`src/rtl/fsps_cfg.svh`:
```
`ifndef FSPS_CFG_SVH
`define FSPS_CFG_SVH

// control/status bit positions
`define FSPS_BIT_EN      0
`define FSPS_BIT_BUSY    6
// writable bits of the control/status byte, busy flag is read-only
`define FSPS_CTL_WMASK   8'hbf
// command codes held in bits 5..0 of the control/status byte
`define FSPS_CODE_LOAD   6'h01
`define FSPS_CODE_ERASE  6'h03
`define FSPS_CODE_WRITE  6'h05
`define FSPS_CODE_REEN   6'h11
// issue window after the control write, in cpu cycles
`define FSPS_ISSUE_WINDOW 4
// application reset address when the boot vector fuse is unprogrammed
`define FSPS_APP_RESET_ADDR 16'h0000
// default boot loader reset word address and first no-read-while-write page
`define FSPS_BOOT_RESET_DEF 16'h7000
`define FSPS_NO_READ_WHILE_WRITE_REGION_PAGE_DEF  224
// default widths: 32k words of program space, 128 words per page
`define FSPS_PC_W_DEF    15
`define FSPS_WORD_W_DEF  7

`endif

```
`src/rtl/fsps_pkg.sv`:
```
package fsps_pkg;

	// sequencer states
	typedef enum logic [1:0] {
		FSPS_IDLE,
		FSPS_ARMED,
		FSPS_BUSY
	} fsps_state_e;

	// one program word as loaded from the register pair
	typedef logic [15:0] fsps_word_t;

endpackage : fsps_pkg

```
`src/rtl/fsps_page_buffer.sv`:
```
`timescale 1ns/100ps
`default_nettype none

module fsps_page_buffer #(
	parameter int WORD_W = 7,
	parameter int DATA_W = 16
) (
	// clock and reset
	input  wire logic                ref_clk_i,
	input  wire logic                rstn_i,
	// control
	input  wire logic                clr_i,
	input  wire logic                wr_i,
	input  wire logic [WORD_W-1:0]   wr_idx_i,
	input  wire logic [DATA_W-1:0]   wr_data_i,
	// read port for the page write
	input  wire logic [WORD_W-1:0]   rd_idx_i,
	output logic      [DATA_W-1:0]   rd_data_o,
	// status
	output logic                     any_loaded_o
);

	localparam int DEPTH = 1 << WORD_W;

	logic [DATA_W-1:0] mem_q    [DEPTH];
	logic [DEPTH-1:0]  loaded_q;

	// one entry per word; a loaded entry refuses a second load until cleared
	// so a repeated address cannot corrupt an earlier word
	for (genvar i = 0; i < DEPTH; i++) begin : g_entry
		always_ff @(posedge ref_clk_i) begin
			if (!rstn_i || clr_i) begin
				loaded_q[i] <= 1'b0;
				mem_q[i]    <= '1;
			end else if (wr_i && wr_idx_i == WORD_W'(i) && !loaded_q[i]) begin
				loaded_q[i] <= 1'b1;
				mem_q[i]    <= wr_data_i;
			end
		end
	end

	// registered read, erased flash value for words never loaded
	always_ff @(posedge ref_clk_i) begin
		if (!rstn_i) begin
			rd_data_o <= '1;
		end else begin
			rd_data_o <= mem_q[rd_idx_i];
		end
	end

	// live status: a registered copy would miss a load made one cycle
	// before an eeprom write, leaving stale words in the buffer
	assign any_loaded_o = |loaded_q;

endmodule : fsps_page_buffer

`default_nettype wire

```
`src/rtl/fsps_sequencer.sv`:
```
// Overview of operation
// - fuse 1 starts at application address zero, fuse 0 at boot loader address
// - fuses are inputs only; the processor has no path to change them
// - pointer is low and high bytes; extension byte used only above 64k bytes
// - low pointer field selects word in page, high field selects the page
// - target page is latched at command issue; pointer may then change
// - program loads use a byte address; bit zero picks the byte
// - buffer words may be loaded in any order
// - erase code plus store within four cycles uses page field only
// - erase to shared region keeps reads; erase to other region halts cpu
// - load code plus store within four cycles writes buffer at word field
// - buffer cleared after page write, region re-enable and reset
// - each buffer word loads once between clears; repeats are ignored
// - an eeprom write during page loading discards the loaded buffer
// - write code plus store within four cycles programs page, data ignored
// - write to shared region keeps reads; write to other region halts cpu
// - enable and command bits self-clear if no store within four cycles
// - region busy flag reads one while the shared region is blocked
`include "fsps_cfg.svh"
`timescale 1ns/100ps
`default_nettype none

module fsps_sequencer #(
	parameter int          PC_W       = `FSPS_PC_W_DEF,
	parameter int          WORD_W     = `FSPS_WORD_W_DEF,
	parameter int          NO_READ_WHILE_WRITE_REGION_PAGE  = `FSPS_NO_READ_WHILE_WRITE_REGION_PAGE_DEF,
	parameter logic [15:0] BOOT_RESET = `FSPS_BOOT_RESET_DEF
) (
	// clock and reset
	input  wire logic                    ref_clk_i,
	input  wire logic                    rstn_i,
	// boot vector fuse pin and reset vector
	input  wire logic                    boot_vector_fuse_i,
	output logic      [15:0]             reset_vector_o,
	// control/status byte access
	input  wire logic                    ctl_wr_i,
	input  wire logic [7:0]              ctl_wdata_i,
	output logic      [7:0]              ctl_rdata_o,
	// store-program instruction with pointer and data pair
	input  wire logic                    store_prog_i,
	input  wire logic [7:0]              pointer_low_byte_i,
	input  wire logic [7:0]              pointer_high_byte_i,
	input  wire logic [7:0]              pointer_extension_byte_i,
	input  wire fsps_pkg::fsps_word_t    data_word_i,
	// load-program instruction
	input  wire logic                    load_prog_i,
	output logic      [PC_W-1:0]         load_word_addr_o,
	output logic                         load_byte_hi_o,
	// eeprom write event
	input  wire logic                    eeprom_wr_i,
	// flash array
	output logic                         flash_erase_o,
	output logic                         flash_write_o,
	output logic      [PC_W-WORD_W-1:0]  flash_page_o,
	input  wire logic                    flash_done_i,
	input  wire logic [WORD_W-1:0]       flash_word_idx_i,
	output fsps_pkg::fsps_word_t         flash_word_data_o,
	// processor halt
	output logic                         cpu_halt_o
);

	import fsps_pkg::*;

	localparam int PAGE_W = PC_W - WORD_W;
	localparam int WIN    = `FSPS_ISSUE_WINDOW;

	fsps_state_e         state_q;
	logic [2:0]          win_cnt_q;
	logic [7:0]          ctl_q;
	logic                busy_q;
	logic                halt_q;
	logic                erase_q;
	logic                write_q;
	logic                op_write_q;
	logic [PAGE_W-1:0]   page_q;
	logic                fuse_s1_q;
	logic                fuse_s2_q;
	logic [23:0]         zptr;
	logic [PAGE_W-1:0]   z_page;
	logic [WORD_W-1:0]   z_word;
	logic                issue;
	logic [5:0]          cmd;
	logic                buf_wr;
	logic                buf_clr;
	logic                buf_any;
	logic                reen_wr;

	// pointer assembly; extension byte only counts above 64k bytes
	assign zptr   = {(PC_W > 15) ? pointer_extension_byte_i : 8'h00,
		pointer_high_byte_i, pointer_low_byte_i};
	// word field above the byte bit, page field above that
	assign z_word = zptr[WORD_W:1];
	assign z_page = zptr[PC_W:WORD_W+1];

	assign cmd     = ctl_q[5:0];
	assign issue   = (state_q == FSPS_ARMED) && store_prog_i;
	assign reen_wr = ctl_wr_i && (state_q != FSPS_BUSY)
		&& ctl_wdata_i[5:0] == `FSPS_CODE_REEN;

	// load only when the full byte matches the load code
	assign buf_wr  = issue && cmd == `FSPS_CODE_LOAD && !ctl_q[7];
	// clears: page write done, re-enable, eeprom write while loading
	assign buf_clr = (state_q == FSPS_BUSY && flash_done_i && op_write_q)
		|| reen_wr
		|| (eeprom_wr_i && buf_any);

	// temporary page buffer, any load order accepted
	fsps_page_buffer #(
		.WORD_W (WORD_W),
		.DATA_W (16)
	) u_buf (
		.ref_clk_i    (ref_clk_i),
		.rstn_i       (rstn_i),
		.clr_i        (buf_clr),
		.wr_i         (buf_wr),
		.wr_idx_i     (z_word),
		.wr_data_i    (data_word_i),
		.rd_idx_i     (flash_word_idx_i),
		.rd_data_o    (flash_word_data_o),
		.any_loaded_o (buf_any)
	);

	// command sequencer; the window counter bounds the issue slot
	always_ff @(posedge ref_clk_i) begin
		if (!rstn_i) begin
			state_q    <= FSPS_IDLE;
			win_cnt_q  <= 3'h0;
			ctl_q      <= 8'h00;
			erase_q    <= 1'b0;
			write_q    <= 1'b0;
			halt_q     <= 1'b0;
			op_write_q <= 1'b0;
			page_q     <= '0;
		end else begin
			erase_q <= 1'b0;
			write_q <= 1'b0;
			unique case (state_q)
				FSPS_IDLE: begin
					if (ctl_wr_i && !reen_wr && ctl_wdata_i[`FSPS_BIT_EN]) begin
						ctl_q     <= ctl_wdata_i & `FSPS_CTL_WMASK;
						win_cnt_q <= 3'h0;
						state_q   <= FSPS_ARMED;
					end else if (ctl_wr_i) begin
						ctl_q <= ctl_wdata_i & `FSPS_CTL_WMASK & 8'h80;
					end
				end
				FSPS_ARMED: begin
					if (store_prog_i) begin
						if (cmd == `FSPS_CODE_ERASE || cmd == `FSPS_CODE_WRITE) begin
							// latch target so the pointer is free again
							page_q     <= z_page;
							op_write_q <= cmd == `FSPS_CODE_WRITE;
							erase_q    <= cmd == `FSPS_CODE_ERASE;
							write_q    <= cmd == `FSPS_CODE_WRITE;
							// halt only for the no-read-while-write region
							halt_q     <= int'(z_page) >= NO_READ_WHILE_WRITE_REGION_PAGE;
							state_q    <= FSPS_BUSY;
						end else begin
							ctl_q   <= ctl_q & 8'h80;
							state_q <= FSPS_IDLE;
						end
					end else if (int'(win_cnt_q) == WIN - 1) begin
						// no store in time: drop enable and command
						ctl_q   <= ctl_q & 8'h80;
						state_q <= FSPS_IDLE;
					end else begin
						win_cnt_q <= win_cnt_q + 3'h1;
					end
				end
				FSPS_BUSY: begin
					if (flash_done_i) begin
						// completion drops enable and the halt together
						ctl_q   <= ctl_q & 8'h80;
						halt_q  <= 1'b0;
						state_q <= FSPS_IDLE;
					end
				end
			endcase
		end
	end

	// region busy flag: set by an erase or page write on the shared region, held
	// after completion until software re-enables it, so stale reads fail safe
	always_ff @(posedge ref_clk_i) begin
		if (!rstn_i) begin
			busy_q <= 1'b0;
		end else if (issue && (cmd == `FSPS_CODE_ERASE
				|| cmd == `FSPS_CODE_WRITE) && int'(z_page) < NO_READ_WHILE_WRITE_REGION_PAGE) begin
			busy_q <= 1'b1;
		end else if (reen_wr) begin
			busy_q <= 1'b0;
		end
	end

	// status read-back
	always_ff @(posedge ref_clk_i) begin
		if (!rstn_i) begin
			ctl_rdata_o <= 8'h00;
		end else begin
			ctl_rdata_o <= ctl_q;
			ctl_rdata_o[`FSPS_BIT_BUSY] <= busy_q;
		end
	end

	// fuse pin crosses in through two flops; no write path exists
	always_ff @(posedge ref_clk_i) begin
		if (!rstn_i) begin
			fuse_s1_q <= 1'b1;
			fuse_s2_q <= 1'b1;
		end else begin
			fuse_s1_q <= boot_vector_fuse_i;
			fuse_s2_q <= fuse_s1_q;
		end
	end

	// reset vector from the synchronised fuse
	always_ff @(posedge ref_clk_i) begin
		if (!rstn_i) begin
			reset_vector_o <= `FSPS_APP_RESET_ADDR;
		end else begin
			reset_vector_o <= fuse_s2_q ? `FSPS_APP_RESET_ADDR : BOOT_RESET;
		end
	end

	// program loads address bytes: bit zero picks the byte
	always_ff @(posedge ref_clk_i) begin
		if (!rstn_i) begin
			load_word_addr_o <= '0;
			load_byte_hi_o   <= 1'b0;
		end else if (load_prog_i) begin
			load_word_addr_o <= zptr[PC_W:1];
			load_byte_hi_o   <= zptr[0];
		end
	end

	// flash strobes and page straight from flops
	assign flash_erase_o = erase_q;
	assign flash_write_o = write_q;
	assign flash_page_o  = page_q;
	assign cpu_halt_o    = halt_q;

	// checks
	AST_WINDOW_EXPIRE: assert property (@(posedge ref_clk_i) disable iff (!rstn_i)
		(state_q == FSPS_ARMED && int'(win_cnt_q) == WIN - 1 && !store_prog_i)
		|=> !ctl_q[`FSPS_BIT_EN] ##1 !ctl_rdata_o[`FSPS_BIT_EN])
		else $error("enable did not self-clear after the issue window");

	AST_WINDOW_LEN: assert property (@(posedge ref_clk_i) disable iff (!rstn_i)
		$rose(state_q == FSPS_ARMED) && !store_prog_i
		##1 !store_prog_i ##1 !store_prog_i ##1 !store_prog_i
		|=> state_q == FSPS_IDLE)
		else $error("armed state outlived four cycles");

	AST_RESET_VECTOR: assert property (@(posedge ref_clk_i) disable iff (!rstn_i)
		fuse_s2_q [*2] |-> reset_vector_o == `FSPS_APP_RESET_ADDR)
		else $error("unprogrammed fuse must give application reset");

	AST_BOOT_VECTOR: assert property (@(posedge ref_clk_i) disable iff (!rstn_i)
		!fuse_s2_q [*2] |-> reset_vector_o == BOOT_RESET)
		else $error("programmed fuse must give boot loader reset");

	AST_HALT_NO_READ_WHILE_WRITE_REGION: assert property (@(posedge ref_clk_i) disable iff (!rstn_i)
		issue && (cmd == `FSPS_CODE_ERASE || cmd == `FSPS_CODE_WRITE)
		|=> cpu_halt_o == (int'(page_q) >= NO_READ_WHILE_WRITE_REGION_PAGE))
		else $error("halt does not match target region");

	AST_DONE_RELEASE: assert property (@(posedge ref_clk_i) disable iff (!rstn_i)
		state_q == FSPS_BUSY && flash_done_i
		|=> !cpu_halt_o && !ctl_q[`FSPS_BIT_EN] ##1 !ctl_rdata_o[0])
		else $error("completion did not release halt and enable");

	AST_PAGE_HELD: assert property (@(posedge ref_clk_i) disable iff (!rstn_i)
		state_q == FSPS_BUSY && $past(state_q) == FSPS_BUSY
		|-> $stable(flash_page_o))
		else $error("latched page changed during operation");

	AST_BUSY_FLAG: assert property (@(posedge ref_clk_i) disable iff (!rstn_i)
		issue && cmd == `FSPS_CODE_ERASE && int'(z_page) < NO_READ_WHILE_WRITE_REGION_PAGE
		|=> ##1 ctl_rdata_o[`FSPS_BIT_BUSY])
		else $error("busy flag not shown for shared region");

	AST_EEPROM_DISCARD: assert property (@(posedge ref_clk_i) disable iff (!rstn_i)
		eeprom_wr_i && buf_any && !buf_wr |=> !buf_any)
		else $error("eeprom write did not discard buffer");

	AST_REEN_CLEAR: assert property (@(posedge ref_clk_i) disable iff (!rstn_i)
		reen_wr |=> !busy_q && !buf_any)
		else $error("re-enable did not clear buffer and busy");

	AST_BYTE_SEL: assert property (@(posedge ref_clk_i) disable iff (!rstn_i)
		load_prog_i |=> load_byte_hi_o == $past(pointer_low_byte_i[0]))
		else $error("byte select not taken from pointer bit zero");

endmodule : fsps_sequencer

`default_nettype wire

```
`config.mk`:
```
export PLATFORM = sky130hd
export DESIGN_NAME = fsps_sequencer
export DESIGN_NICKNAME = d
export VERILOG_FILES = /design/src/rtl/fsps_pkg.sv /design/src/rtl/fsps_page_buffer.sv /design/src/rtl/fsps_sequencer.sv
export VERILOG_INCLUDE_DIRS = /design/src /design/src/rtl
export SDC_FILE = /design/constraint.sdc
export NUM_CORES = 2
export LEC_CHECK = 0
export ABC_CLOCK_PERIOD_IN_PS = 4700
export BUFFER_PORTS_ARGS = -buffer_cell sky130_fd_sc_hd__buf_2
export CORE_MARGIN = 1
export CORE_UTILIZATION = 50
export DETAILED_ROUTE_END_ITERATION = 6
export PLACE_DENSITY = 0.63
export SETUP_SLACK_MARGIN = 0.02
export SLEW_MARGIN = 20
export SYNTH_ARGS = -nofsm -noshare
export SYNTH_HDL_FRONTEND = slang
export SYNTH_HIERARCHICAL = 1
export SYNTH_SLANG_ARGS = --single-unit
```
`constraint.sdc`:
```
create_clock -name ref_clk_i -period 4.7 [get_ports ref_clk_i]
set_input_delay 0 -clock ref_clk_i [delete_from_list [all_inputs] [get_ports ref_clk_i]]
set_output_delay 0 -clock ref_clk_i [all_outputs]
set_load 0.02 [all_outputs]
```
==> impl_metrics.ini <==
[status]
outcome = finished, final reports clean

[floorplanning]
die_w_um = 451.7
core_area_um2 = 200300
ios = 130
start_util = 0.5049
die_area_um2 = 204100
row_count = 164
die_h_um = 451.7

[timing]
final-max-slew-violation-count = 0
tns_ns = 0
period_needed_ns = 4.548
worst_slew_pin_slew_ns = 1.109
max_freq_mhz = 219.9
report.final.hold_viol_count = 0
skew_ns = 0.04705
max-slew-margin-rel = 0.2604
rsz0062_at_grt = false
timing.final.crit_share = 0.9678
setup_violations = 0

[critical_path]
r2r_slack_ns = 0.15
max_stage_delay_ns = 0.44
worst-path-max-fanout = 17
crit_chain = nor4_1, nand4_1, nor4_2, buf_4, nand2_1, a32oi_1, o21ai_0, buf_4, nand2b_2, buf_12, or2_2, or3_1, buf_4, or2_2
cp-end-kind = flip-flop
r2r-end = u_buf/mem_q[49][3]
crit_start = u_buf/loaded_q[49]
r2r-start = u_buf/loaded_q[49]
critPathKind = flip-flop to flip-flop
cp_common_cell = buf_4
crit_slowest_cell = or2_2
startpoint_type = flip-flop
cp-endpoint = u_buf/mem_q[49][3]
cp.arrival_ns = 5.14
reg2reg_depth = 14
worstPathRequired_ns = 5.30

[clocking]
cts_tree = done
post_cts_buffers = 0
path_clk_slew_ns = 0.06
clk_path_buf_depth = 3
cts-root-buf = clkbuf_16
numCtsBuffers = 228
clk_latency_ns = 0.89
cts_max_level = 4
clock-sinks = 2244

[synthesis]
synth_seq_cells = 2244
ys_warn_count = 6
syn-cell-area_um2 = 101100
synth_cell_type_count = 74
syn_area_per_cell_um2 = 15.22
synthArstFlopShare = 0
ys_seq_area_frac = 0.6469
synth_edf_count = 2048
syn_inst = 6643
ys.flop_type = edfxtp_1

[flow_run]
drv_cap = 0

[placement]
dp_hpwl_mm = 191.8
io_buffers = 107
gp_congestion = 0.9451
place_area_um2 = 109600
placedCellCount = 9278

[power_and_ir_drop]
comb_power_share = 0.060
internal-power_w = 0.03283
irDropWorstVdd_uv = 316.0
p_sw_w = 0.009589
switching_share = 0.2261
power_density_nw_per_um2 = 359.9
pwr-share-seq = 0.513
pwr-share-clk = 0.427
p_leak_nw = 31.07

[cells_and_area]
instances_no_fill = 9798
fin_nets = 7007
n_fill_cell = 15260
drive_above_1_share = 0.5129
final_common_cell = edfxtp_1
final_cell_mix = edfxtp_1 (2048), or2_2 (1994), mux4_2 (557)
area.growth.synth_to_final_pct = 16.56
final_area_um2 = 117900

[global_route]
grt_use_total = 0.2960
overflow = 0
grt_max_degree = 90
first_global_vias = 58120
grt_first_pass_wirelength_mm = 429.7
grt_antenna_before_repair = 13

[detailed_routing]
vias = 59290
wl_per_cell_um = 30.79
drt-initial-drc-count = 7468
wl_mm = 301.7
via_per_inst = 6.051
drc = 0
ant_nets = 0
dr.pass1.iters = 6

[min_path]
holdCritPathClass = input pin to flip-flop
metrics by stage:
step | total power, W | util | setup WS (ns) | hold WS (ns)
4_1_cts | 0.04262 | 0.5883 | 0.1172 | 0.02658
3_3_place_gp | 0.02463 | 0.5470 | 0.1831 | 0.1897
3_5_place_dp | 0.02465 | 0.5471 | 0.1385 | 0.1948
5_1_grt | 0.04345 | 0.5885 | 0.02703 | 0.01812
6_report | 0.04242 | 0.5886 | 0.1515 | 0.01913
2_1_floorplan | 0.02342 | - | 0.9206 | 0.1015
final cells by class:
type	count	area [um^2]	area share
sequential	2244	65420	0.5550
multi-input combinational	3776	34240	0.2905
timing repair buffer	677	7426	0.06300
clock buffer	308	6190	0.05251
tap	2656	3323	0.02819
clock inverter	119	1206	0.01023
inverter	12	50.05	0.0004246
antenna	6	15.01	0.0001274
worst min path at each step:
stage	startpoint	endpoint	slack, ns	cells after the start
floorplan	boot_vector_fuse_i	fuse_s1_q	0.10	1
global placement	boot_vector_fuse_i	fuse_s1_q	0.19	2
detailed placement	boot_vector_fuse_i	fuse_s1_q	0.19	2
CTS	pointer_low_byte_i[3]	load_word_addr_o[2]	0.03	4
global route	data_word_i[10]	u_buf/mem_q[35][10]	0.02	2
finish	data_word_i[10]	u_buf/mem_q[35][10]	0.02	2
routing by layer:
layer  track usage  up-vias  share of wire
met4        0.1090        2          0.040
met2        0.4553     2921           0.46
li1              -    25110              -
met3       0.05960      484          0.098
met5             0        -       0.000043
met1        0.4195    30770           0.40
flip-flops by register name, indices dropped and copies added, names as in the netlist, 2 cells and up:
register	count
u_buf/mem_q	2048
ctl_rdata_o	8
u_buf/loaded_q	128
win_cnt_q	3
ctl_q	7
u_buf/rd_data_o	16
state_q	2
flash_page_o	8
load_word_addr_o	15
cell families after synthesis:
| logic type | after synthesis | share of synthesized area |
|---|---|---|
| other | 1 | 0.00003708 |
| xor gates and xnor gates | 1 | 0.00008662 |
| buffers and inverters | 635 | 0.02911 |
| DFF | 2244 | 0.6469 |
| adders and majority gates | 5 | 0.0006186 |
| AOI/OAI and AO/OA | 339 | 0.02400 |
| and+or+nand+nor | 2715 | 0.1600 |
| muxes | 703 | 0.1392 |
cells in the mapped netlist (15+ instances only):
cell	count	share of area
a211oi_1	26	0.0019
a21oi_1	33	0.0016
a22oi_1	28	0.0021
a31oi_1	29	0.0018
and2_1	15	0.00093
buf_1	15	0.00056
buf_2	85	0.0042
buf_4	57	0.0042
buf_6	24	0.0027
clkbuf_1	438	0.016
dfxtp_1	196	0.039
edfxtp_1	2048	0.61
mux2_2	19	0.0021
mux2i_1	124	0.012
mux4_2	557	0.12
nand2_1	271	0.010
nand3_1	22	0.0011
nor2_1	99	0.0037
nor3_1	18	0.00089
nor4_1	45	0.0028
o22ai_1	25	0.0015
o31ai_1	133	0.0099
or2_1	63	0.0039
or2_2	1992	0.12
or3_1	109	0.0067
or3_4	20	0.0022
worst max-delay path: cells and delay by family, from the launching register on:
kind | cells | cell delay, ns
buffers and inverters | 4 | 0.84
flip-flops | 1 | 0.42
AO/OA/AOI/OAI | 2 | 0.45
AND/OR/NAND/NOR | 8 | 2.55
power by group through the flow:
stage          registers [W]  logic, W  clock network, W
6_report              0.0218   0.00255            0.0181
5_1_grt               0.0217   0.00264            0.0191
4_1_cts               0.0217   0.00254            0.0183
3_5_place_dp          0.0222   0.00247                 0
3_3_place_gp          0.0222   0.00245                 0
2_1_floorplan         0.0222   0.00119                 0
what timing repair did:
action	4_1_cts	5_1_grt
resized for setup	0	6
endpoints found under the hold margin	586	0
endpoints found under the setup margin	0	974
hold buffers	86	0
Power figures use the tool's default switching activity.
